==> config.mk <==
export PLATFORM = sky130hd
export DESIGN_NAME = robot_remote_io
export DESIGN_NICKNAME = d
export VERILOG_FILES = /design/src/remote_io_pkg.sv /design/src/edge_sync.sv /design/src/robot_remote_io.sv
export SDC_FILE = /design/constraint.sdc
export NUM_CORES = 1
export LEC_CHECK = 0
export BUFFER_PORTS_ARGS = -buffer_cell sky130_fd_sc_hd__buf_2
export CAP_MARGIN = 10
export CORE_MARGIN = 2
export CORE_UTILIZATION = 46
export DETAILED_ROUTE_END_ITERATION = 8
export PLACE_DENSITY = 0.75
export SYNTH_ARGS = -nofsm -noshare
export SYNTH_HDL_FRONTEND = slang
export SYNTH_SLANG_ARGS = --single-unit
==> constraint.sdc <==
create_clock -name clock -period 1.6 [get_ports clock]
set_clock_uncertainty 0.05 [all_clocks]
set_input_delay 0.4 -clock clock [delete_from_list [all_inputs] [get_ports clock]]
set_output_delay 0.4 -clock clock [all_outputs]
set_load 0.005 [all_outputs]
==> src/remote_io_pkg.sv <==
package remote_io_pkg;

  // parallel port sizes
  localparam int unsigned BASE_POINTS_SMALL = 16;   // smaller variant base points
  localparam int unsigned BASE_POINTS_LARGE = 32;   // larger variant base points
  localparam int unsigned MAX_STATIONS      = 7;    // optional expansion stations
  localparam int unsigned MAX_POINTS_SMALL  = 240;  // total points, smaller variant
  localparam int unsigned MAX_POINTS_LARGE  = 256;  // total points, larger variant
  localparam int unsigned PT_W              = 8;    // width of a signal number
  localparam int unsigned STA_W             = 3;    // width of a station count

  // fixed input number of the stop function
  localparam logic [PT_W-1:0] STOP_IN_NUM   = 8'h00;

  // default signal-number assignments, input then output
  localparam logic [PT_W-1:0] DEF_PERMIT_IN  = 8'h03;
  localparam logic [PT_W-1:0] DEF_START_IN   = 8'h01;
  localparam logic [PT_W-1:0] DEF_WCLR_IN    = 8'h02;
  localparam logic [PT_W-1:0] DEF_FCLR_IN    = 8'h04;
  localparam logic [PT_W-1:0] DEF_READY_OUT  = 8'h00;
  localparam logic [PT_W-1:0] DEF_RUN_OUT    = 8'h01;
  localparam logic [PT_W-1:0] DEF_WAIT_OUT   = 8'h02;
  localparam logic [PT_W-1:0] DEF_FAULT_OUT  = 8'h03;

  // power-on-complete delay after reset, in cycles
  localparam logic [7:0] READY_DELAY = 8'h10;

  // operating mode selector codes
  typedef enum logic [1:0] {
    MODE_TEACH  = 2'h0,
    MODE_LOCAL  = 2'h1,
    MODE_REMOTE = 2'h2
  } mode_t;

  // slot sequencer states
  typedef enum logic [3:0] {
    SLOT_IDLE = 4'h1,   // program selectable
    SLOT_RUN  = 4'h2,   // running
    SLOT_WAIT = 4'h4,   // halted by stop or error
    SLOT_OFF  = 4'h8    // before power-on complete
  } slot_t;

endpackage : remote_io_pkg

==> src/edge_sync.sv <==
`timescale 1ns/100ps
`default_nettype none
module edge_sync
  import remote_io_pkg::*;
(
  input  wire logic clock,   // system clock
  input  wire logic rst_b,   // async reset, active low
  input  wire logic pin,     // asynchronous pin level
  output logic      level,   // synchronised level
  output logic      rise     // one-cycle pulse on rising edge
);

  logic meta_q;   // first stage, read only by second stage
  logic sync_q;   // second stage
  logic prev_q;   // delayed copy for edge detect

  // two-flop synchroniser then edge register
  always_ff @(posedge clock or negedge rst_b)
  begin
    if (!rst_b)
    begin
      meta_q <= 1'b0;
      sync_q <= 1'b0;
      prev_q <= 1'b0;
    end
    else
    begin
      meta_q <= pin;
      sync_q <= meta_q;
      prev_q <= sync_q;
    end
  end

  assign level = sync_q;
  assign rise  = sync_q & ~prev_q;

endmodule : edge_sync
`default_nettype wire

==> src/robot_remote_io.sv <==
`timescale 1ns/100ps
`default_nettype none
// Operation
// - teach flag follows teaching mode
// - local-auto flag follows local automatic mode
// - remote flag follows external automatic mode
// - power-on-complete once inputs are accepted
// - permit input level echoed on output
// - start runs slots; running output asserted
// - stop level halts slots, input 0
// - wait output while slot halted
// - wait-clear edge ends halted state
// - selectable output while slot idle
// - fault-clear edge clears error state
// - fault output while error present
// - permit, start, wait-clear and fault-clear inputs mapped to configurable signal numbers
// - smaller variant has 16 base points
// - larger variant has 32 base points
// - seven stations extend to 240/256
// - mode change drops servo unless enabled
module robot_remote_io
  import remote_io_pkg::*;
(
  input  wire logic              clock,          // 20 MHz system clock
  input  wire logic              rst_b,          // async reset, active low
  input  wire logic              large_variant,  // 1: 32-point base port
  input  wire logic [STA_W-1:0]  stations,       // fitted expansion stations
  input  wire logic [PT_W-1:0]   in_points,      // parallel inputs, low points
  input  wire logic [1:0]        mode_sel,       // mode switch pins
  input  wire logic              enable_sw,      // teach-box enabling switch pin
  input  wire logic              fault_event,    // error source, same clock
  input  wire logic              servo_on_req,   // servo-on request, same clock
  input  wire logic [PT_W-1:0]   permit_in_num,  // input number for permit
  input  wire logic [PT_W-1:0]   start_in_num,   // input number for start
  input  wire logic [PT_W-1:0]   wclr_in_num,    // input number for wait clear
  input  wire logic [PT_W-1:0]   fclr_in_num,    // input number for fault clear
  output logic                   teach_mode_flag,       // teaching mode
  output logic                   local_auto_flag,       // local automatic mode
  output logic                   remote_auto_flag,      // external automatic mode
  output logic                   power_on_complete,     // ready for inputs
  output logic                   auto_operation_permit, // permit echo
  output logic                   slot_running,          // slot operating
  output logic                   slot_waiting,          // slot halted
  output logic                   prog_selectable,       // program may be selected
  output logic                   fault_active,          // error present
  output logic                   servo_on,              // servo power state
  output logic [8:0]             total_points           // available point count
);

  logic [PT_W-1:0] lvl;        // synchronised input levels
  logic [PT_W-1:0] rise;       // rising-edge pulses
  logic [1:0]      mode_m_q;   // mode first stage
  logic [1:0]      mode_q;     // synchronised mode
  logic [1:0]      mode_p_q;   // previous mode for change detect
  logic            en_m_q;     // enable switch first stage
  logic            en_q;       // synchronised enable switch
  logic [7:0]      rdy_cnt_q;  // power-on delay counter
  logic            ready_q;    // power-on complete
  slot_t           slot_q;     // slot state
  logic            fault_q;    // error latch
  logic            servo_q;    // servo state
  logic [1:0]      mode_ok_q;  // mode once two samples agree

  // synchronise every input point, edge-detected per bit
  genvar gi;
  generate
    for (gi = 0; gi < PT_W; gi = gi + 1)
    begin : g_pt
      edge_sync u_sync (
        .clock (clock),
        .rst_b (rst_b),
        .pin   (in_points[gi]),
        .level (lvl[gi]),
        .rise  (rise[gi])
      );
    end
  endgenerate

  // mapped function signals
  logic permit_lvl;   // level-type permit
  logic stop_lvl;     // level-type stop, always input 0
  logic start_e;      // start edge
  logic wclr_e;       // wait-clear edge
  logic fclr_e;       // fault-clear edge
  assign permit_lvl = lvl[permit_in_num[2:0]];
  assign stop_lvl   = lvl[STOP_IN_NUM[2:0]];
  assign start_e    = rise[start_in_num[2:0]];
  assign wclr_e     = rise[wclr_in_num[2:0]];
  assign fclr_e     = rise[fclr_in_num[2:0]];

  // mode and enable switch synchronisers
  // the two mode bits may cross on different cycles while the switch moves,
  // so a code is only taken once two successive samples agree; this costs
  // two cycles of latency but keeps a false teach or remote flag off the pins
  always_ff @(posedge clock or negedge rst_b)
  begin
    if (!rst_b)
    begin
      mode_m_q  <= 2'h0;
      mode_q    <= 2'h0;
      mode_p_q  <= 2'h0;
      mode_ok_q <= 2'h0;
      en_m_q    <= 1'b0;
      en_q      <= 1'b0;
    end
    else
    begin
      mode_m_q <= mode_sel;
      mode_q   <= mode_m_q;
      mode_p_q <= mode_q;
      if (mode_q == mode_p_q)
        mode_ok_q <= mode_p_q;                    // code held two samples
      en_m_q   <= enable_sw;
      en_q     <= en_m_q;
    end
  end

  // power-on delay; pin inputs before it are ignored by gating on ready_q, but fault_event still latches
  always_ff @(posedge clock or negedge rst_b)
  begin
    if (!rst_b)
    begin
      rdy_cnt_q <= 8'h00;
      ready_q   <= 1'b0;
    end
    else if (!ready_q)
    begin
      if (rdy_cnt_q == READY_DELAY)
        ready_q <= 1'b1;
      else
        rdy_cnt_q <= rdy_cnt_q + 8'h01;
    end
  end

  // remote start honoured only in external automatic mode with permit; wait and fault clear are not
  logic remote_ok;   // remote operation allowed
  assign remote_ok = ready_q && (mode_ok_q == MODE_REMOTE) && permit_lvl;

  // slot sequencer
  always_ff @(posedge clock or negedge rst_b)
  begin
    if (!rst_b)
      slot_q <= SLOT_OFF;
    else
    begin
      case (slot_q)
        SLOT_OFF:
          if (ready_q)
            slot_q <= SLOT_IDLE;
        SLOT_IDLE:
          if (remote_ok && start_e && !stop_lvl)
            slot_q <= SLOT_RUN;
        SLOT_RUN:
          if (stop_lvl || fault_q)
            slot_q <= SLOT_WAIT;
        SLOT_WAIT:
          if (ready_q && wclr_e)
            slot_q <= SLOT_IDLE;
          else if (remote_ok && start_e && !stop_lvl && !fault_q)
            slot_q <= SLOT_RUN;                   // resume from halt
        default:
          slot_q <= SLOT_OFF;
      endcase
    end
  end

  // error latch; a new event beats a clear in the same cycle
  always_ff @(posedge clock or negedge rst_b)
  begin
    if (!rst_b)
      fault_q <= 1'b0;
    else if (fault_event)
      fault_q <= 1'b1;
    else if (ready_q && fclr_e)
      fault_q <= 1'b0;
  end

  // servo power; dropped on a mode change unless enable switch held
  always_ff @(posedge clock or negedge rst_b)
  begin
    if (!rst_b)
      servo_q <= 1'b0;
    else if ((mode_q != mode_p_q) && !en_q)
      servo_q <= 1'b0;
    else if (servo_on_req && ready_q)
      servo_q <= 1'b1;
  end

  // available points: base plus stations, capped per variant
  logic [8:0] pts_raw;   // uncapped count
  always_comb
  begin
    pts_raw = (large_variant ? 9'(BASE_POINTS_LARGE) : 9'(BASE_POINTS_SMALL))
              + 9'(stations) * 9'(BASE_POINTS_LARGE);
    if (large_variant)
      total_points = (pts_raw > 9'(MAX_POINTS_LARGE)) ? 9'(MAX_POINTS_LARGE) : pts_raw;
    else
      total_points = (pts_raw > 9'(MAX_POINTS_SMALL)) ? 9'(MAX_POINTS_SMALL) : pts_raw;
  end

  // registered status outputs, all held low until ready
  always_ff @(posedge clock or negedge rst_b)
  begin
    if (!rst_b)
    begin
      teach_mode_flag       <= 1'b0;
      local_auto_flag       <= 1'b0;
      remote_auto_flag      <= 1'b0;
      power_on_complete     <= 1'b0;
      auto_operation_permit <= 1'b0;
      slot_running          <= 1'b0;
      slot_waiting          <= 1'b0;
      prog_selectable       <= 1'b0;
      fault_active          <= 1'b0;
      servo_on              <= 1'b0;
    end
    else
    begin
      teach_mode_flag       <= ready_q && (mode_ok_q == MODE_TEACH);
      local_auto_flag       <= ready_q && (mode_ok_q == MODE_LOCAL);
      remote_auto_flag      <= ready_q && (mode_ok_q == MODE_REMOTE);
      power_on_complete     <= ready_q;
      auto_operation_permit <= ready_q && permit_lvl;
      slot_running          <= (slot_q == SLOT_RUN);
      slot_waiting          <= (slot_q == SLOT_WAIT);
      prog_selectable       <= (slot_q == SLOT_IDLE);
      fault_active          <= ready_q && fault_q;
      servo_on              <= servo_q;
    end
  end
endmodule : robot_remote_io
`default_nettype wire

==> impl_metrics.xml <==
<?xml version="1.0" encoding="UTF-8"?>
<metrics>
  <group name="setup_path">
    <metric name="worst-endpoint-required" unit="ns">1.81</metric>
    <metric name="timing.reg2reg.setup_slack" unit="ns">-0.18</metric>
    <metric name="endpoint_kind" unit="">flop</metric>
    <metric name="setup.worst_path.start_class" unit="">flop</metric>
    <metric name="reg2regPathDepth" unit="">5</metric>
    <metric name="path_max_fanout" unit="">3</metric>
    <metric name="arrival" unit="ns">1.98</metric>
    <metric name="timing_worst_setup_path_type" unit="">reg -&gt; reg</metric>
  </group>
  <group name="final_layout">
    <metric name="layout.area.seq" unit="mm²">0.00148</metric>
    <metric name="final_layout_size_suffix_gt1_frac" unit="">0.407</metric>
    <metric name="layout_commonest_cell" unit="">sky130_fd_sc_hd__dfrtp_1</metric>
    <metric name="area_delta_synth_final" unit="%">35.4</metric>
    <metric name="multi_input_area" unit="µm²">911</metric>
    <metric name="filler_cell_count" unit="">370</metric>
    <metric name="most-common-layout-cells" unit="">sky130_fd_sc_hd__dfrtp_1 (58), sky130_fd_sc_hd__buf_2 (43), sky130_fd_sc_hd__buf_4 (17)</metric>
    <metric name="net_total_in_the_final_layout" unit="">308</metric>
    <metric name="antenna_cells" unit="">0</metric>
  </group>
  <group name="power">
    <metric name="power_switching" unit="mW">0.861</metric>
    <metric name="power.ir.vdd_worst" unit="V">0.00117</metric>
    <metric name="total_power" unit="mW">3.67</metric>
    <metric name="switch_share" unit="">0.235</metric>
    <metric name="p_seq_frac" unit="">0.460</metric>
    <metric name="power_frac_comb" unit="">0.153</metric>
    <metric name="p_clk_frac" unit="">0.386</metric>
    <metric name="cellLeakagePower" unit="nW">1.51</metric>
    <metric name="cell_internal_pwr" unit="mW">2.81</metric>
    <metric name="power.density" unit="mW/mm²">1160</metric>
  </group>
  <group name="die">
    <metric name="ioPinCount" unit="">70</metric>
    <metric name="area_of_the_core" unit="mm²">0.00482</metric>
    <metric name="floorplan.die.height" unit="µm">75.3</metric>
    <metric name="die_width" unit="µm">75.3</metric>
    <metric name="placementRows" unit="">25</metric>
    <metric name="initial_core_util" unit="">0.485</metric>
    <metric name="die-area" unit="mm²">0.00567</metric>
  </group>
  <group name="route">
    <metric name="wirelength_routed" unit="µm">4390</metric>
    <metric name="drc_marker_count_from_the_first_detailed_route_iteration" unit="">50</metric>
    <metric name="detailedRoute.firstPassIterationCount" unit="">4</metric>
    <metric name="wl_per_cell" unit="µm">13.5</metric>
    <metric name="detailroute.via_count" unit="">1587</metric>
    <metric name="drc" unit="">0</metric>
    <metric name="vias_per_cell" unit="">4.88</metric>
    <metric name="antenna_violating_nets_post_route" unit="">0</metric>
  </group>
  <group name="min_path">
    <metric name="hold_depth" unit="">1</metric>
    <metric name="min_path_type" unit="">in -&gt; reg</metric>
  </group>
  <group name="placed_design">
    <metric name="placement.io_buffers" unit="">45</metric>
    <metric name="post-dp-hpwl" unit="µm">3100</metric>
    <metric name="place_congestion" unit="">0.826</metric>
  </group>
  <group name="timing">
    <metric name="setup-tns-final" unit="ns">-0.481</metric>
    <metric name="rsz0062_at_grt" unit="">true</metric>
    <metric name="post_layout_min_period" unit="ns">1.78</metric>
    <metric name="finalWorstSetupSlack" unit="ns">-0.175</metric>
    <metric name="timing_max_transition_violations_final" unit="">0</metric>
    <metric name="timing_hold_violations_final" unit="">0</metric>
    <metric name="final.period_utilization" unit="">1.11</metric>
    <metric name="max_freq" unit="MHz">563</metric>
    <metric name="setup_viol_count_final" unit="">6</metric>
  </group>
  <group name="global_routing">
    <metric name="first_global_vias" unit="">1611</metric>
    <metric name="globalRouteTotalUtil" unit="">0.178</metric>
    <metric name="grt_start_max_net_pins" unit="">48</metric>
    <metric name="grt_first_pass_wirelength" unit="µm">7220</metric>
    <metric name="grt_antenna_before_repair" unit="">0</metric>
    <metric name="gr-total-overflow" unit="">0</metric>
  </group>
  <group name="yosys">
    <metric name="netlist_instances" unit="">176</metric>
    <metric name="seq_area_frac_synth" unit="">0.632</metric>
    <metric name="yosysWarnings" unit="">0</metric>
    <metric name="synth_seq_cells" unit="">59</metric>
    <metric name="synthesis.area" unit="mm²">0.00234</metric>
    <metric name="post_synth.cell_area_avg" unit="µm²">13.3</metric>
    <metric name="synth.distinct_cells" unit="">40</metric>
  </group>
  <group name="cts">
    <metric name="clkLatencyLatePin" unit="ns">0.32</metric>
    <metric name="cts-root-buf" unit="">sky130_fd_sc_hd__clkbuf_8</metric>
    <metric name="htree_levels" unit="">3</metric>
    <metric name="cts-buffers-inserted" unit="">9</metric>
    <metric name="path_clk_slew" unit="ns">0.06</metric>
    <metric name="clock_sink_count" unit="">59</metric>
    <metric name="cts_tree" unit="">done</metric>
    <metric name="cts_buffer_depth" unit="">2</metric>
  </group>
  <group name="outcome">
    <metric name="failed_checks" unit="">negative setup slack</metric>
    <metric name="outcome" unit="">finished, violations left</metric>
  </group>
  <group name="job">
    <metric name="maxCapViolations" unit="">0</metric>
  </group>
</metrics>
[layout make-up]
type / count / share of cell area
sequential: 59 / 0.467
multi-input combinational: 104 / 0.288
timing repair buffer: 68 / 0.140
clock buffer: 11 / 0.0415
tap: 67 / 0.0265
clock inverter: 5 / 0.0245
inverter: 11 / 0.0130
[cell usage after synthesis]
cell	count	area [µm²]
sky130_fd_sc_hd__a21oi_1	2	10.0
sky130_fd_sc_hd__a31oi_1	2	12.5
sky130_fd_sc_hd__and3_1	1	6.26
sky130_fd_sc_hd__and3b_1	2	17.5
sky130_fd_sc_hd__and4_1	1	8.76
sky130_fd_sc_hd__buf_2	1	5.00
sky130_fd_sc_hd__buf_4	4	30.0
sky130_fd_sc_hd__conb_1	1	3.75
sky130_fd_sc_hd__dfrtp_1	58	1450
sky130_fd_sc_hd__dfstp_2	1	26.3
sky130_fd_sc_hd__ha_1	4	50.1
sky130_fd_sc_hd__inv_1	10	37.5
sky130_fd_sc_hd__inv_2	1	3.75
sky130_fd_sc_hd__mux2_1	1	11.3
sky130_fd_sc_hd__mux2i_1	4	40.0
sky130_fd_sc_hd__mux4_1	2	52.6
sky130_fd_sc_hd__mux4_2	4	90.1
sky130_fd_sc_hd__nand2_1	10	37.5
sky130_fd_sc_hd__nand2b_1	10	62.6
sky130_fd_sc_hd__nand2b_4	1	13.8
sky130_fd_sc_hd__nand3_1	2	10.0
sky130_fd_sc_hd__nand3b_1	3	22.5
sky130_fd_sc_hd__nand4_1	2	12.5
sky130_fd_sc_hd__nor2_1	12	45.0
sky130_fd_sc_hd__nor3_1	2	10.0
sky130_fd_sc_hd__nor4b_1	2	17.5
sky130_fd_sc_hd__o2111ai_1	3	26.3
sky130_fd_sc_hd__o21ai_0	6	30.0
sky130_fd_sc_hd__o21ai_1	4	20.0
sky130_fd_sc_hd__o21ai_2	2	17.5
sky130_fd_sc_hd__o22a_1	1	8.76
sky130_fd_sc_hd__o311a_1	1	10.0
sky130_fd_sc_hd__o311ai_0	1	8.76
sky130_fd_sc_hd__o41a_1	1	11.3
sky130_fd_sc_hd__or2_1	1	6.26
sky130_fd_sc_hd__or3_1	2	12.5
sky130_fd_sc_hd__or4b_1	1	10.0
sky130_fd_sc_hd__or4b_2	1	10.0
sky130_fd_sc_hd__xnor2_1	6	52.6
sky130_fd_sc_hd__xor2_1	3	26.3
[critical path, cell delays in order (launching register included)]
cell,delay (ns)
sky130_fd_sc_hd__dfrtp_1,0.37
sky130_fd_sc_hd__nand2b_4,0.15
sky130_fd_sc_hd__mux4_2,0.46
sky130_fd_sc_hd__o22a_1,0.26
sky130_fd_sc_hd__o41a_1,0.33
sky130_fd_sc_hd__o21ai_2,0.10
[path summary, 6_finish.rpt]
path / startpoint / endpoint
max in group asynchronous: rst_b / g_pt[5].u_sync.meta_q$_DFF_PN0_
setup reg to reg: g_pt[3].u_sync.prev_q$_DFF_PN0_ / slot_q[0]$_DFFE_PN0P_
setup / recovery: g_pt[3].u_sync.prev_q$_DFF_PN0_ / slot_q[0]$_DFFE_PN0P_
min in group asynchronous: rst_b / slot_waiting$_DFF_PN0_
hold / removal: mode_sel[1] / mode_m_q[1]$_DFF_PN0_
hold reg to reg: mode_m_q[1]$_DFF_PN0_ / mode_q[1]$_DFF_PN0_
[metrics by stage]
stage          hold WS (ns)  utilization  area, µm²  setup slack [ns]  instances
2_1_floorplan        0.0544            -       2360            -0.105        179
3_3_place_gp          0.260        0.582       2800            -0.198        307
3_5_place_dp          0.260        0.582       2800            -0.244        307
4_1_cts               0.106        0.648       3120            -0.184        325
5_1_grt               0.101        0.657       3170            -0.266        325
6_report              0.127        0.657       3170            -0.175        325
[what timing repair did]
| action | 4_1_cts | 5_1_grt |
|---|---|---|
| setup endpoints to repair | 7 | 11 |
| setup buffers | 1 | 0 |
| hold buffers | 1 | 0 |
| hold endpoints to repair | 11 | 0 |
| pin swaps | 4 | 8 |
| resized for setup | 17 | 10 |
[power groups by stage]
stage	Sequential (mW)	Combinational, mW	Clock, mW
after floorplan	1.71	0.233	0
after detailed placement	1.72	0.497	0
after global routing	1.70	0.630	1.53
final	1.69	0.563	1.42
after global placement	1.70	0.485	0
after CTS	1.69	0.553	1.45
[cells by family (layout without fill, tap and decap cells)]
group,count (synthesis),count (layout),synth area share
buf+inv,16,95,0.0326
fa+ha+maj,4,4,0.0214
flops,59,59,0.632
other cells,1,4,0.00160
mux,11,11,0.0829
compound gates,23,23,0.0664
simple gates,53,53,0.129
xor+xnor,9,9,0.0337
[routing by layer]
metal  up-vias  wire [µm]  track usage
li1        767          -            -
met1       758       1870        0.218
met2        50       2150        0.277
met3        12        275       0.0794
met4         0         96       0.0721
met5         -          0            0
[registers in the layout, indices dropped and copies added (netlist names), 2 cells and up]
signal,flops
g_pt.u_sync.level,8
rdy_cnt_q,8
g_pt.u_sync.meta_q,8
mode_p_q,2
mode_q,2
mode_m_q,2
mode_ok_q,2
slot_q,4
g_pt.u_sync.prev_q,8
No activity file was read; power rests on OpenSTA's default activity.
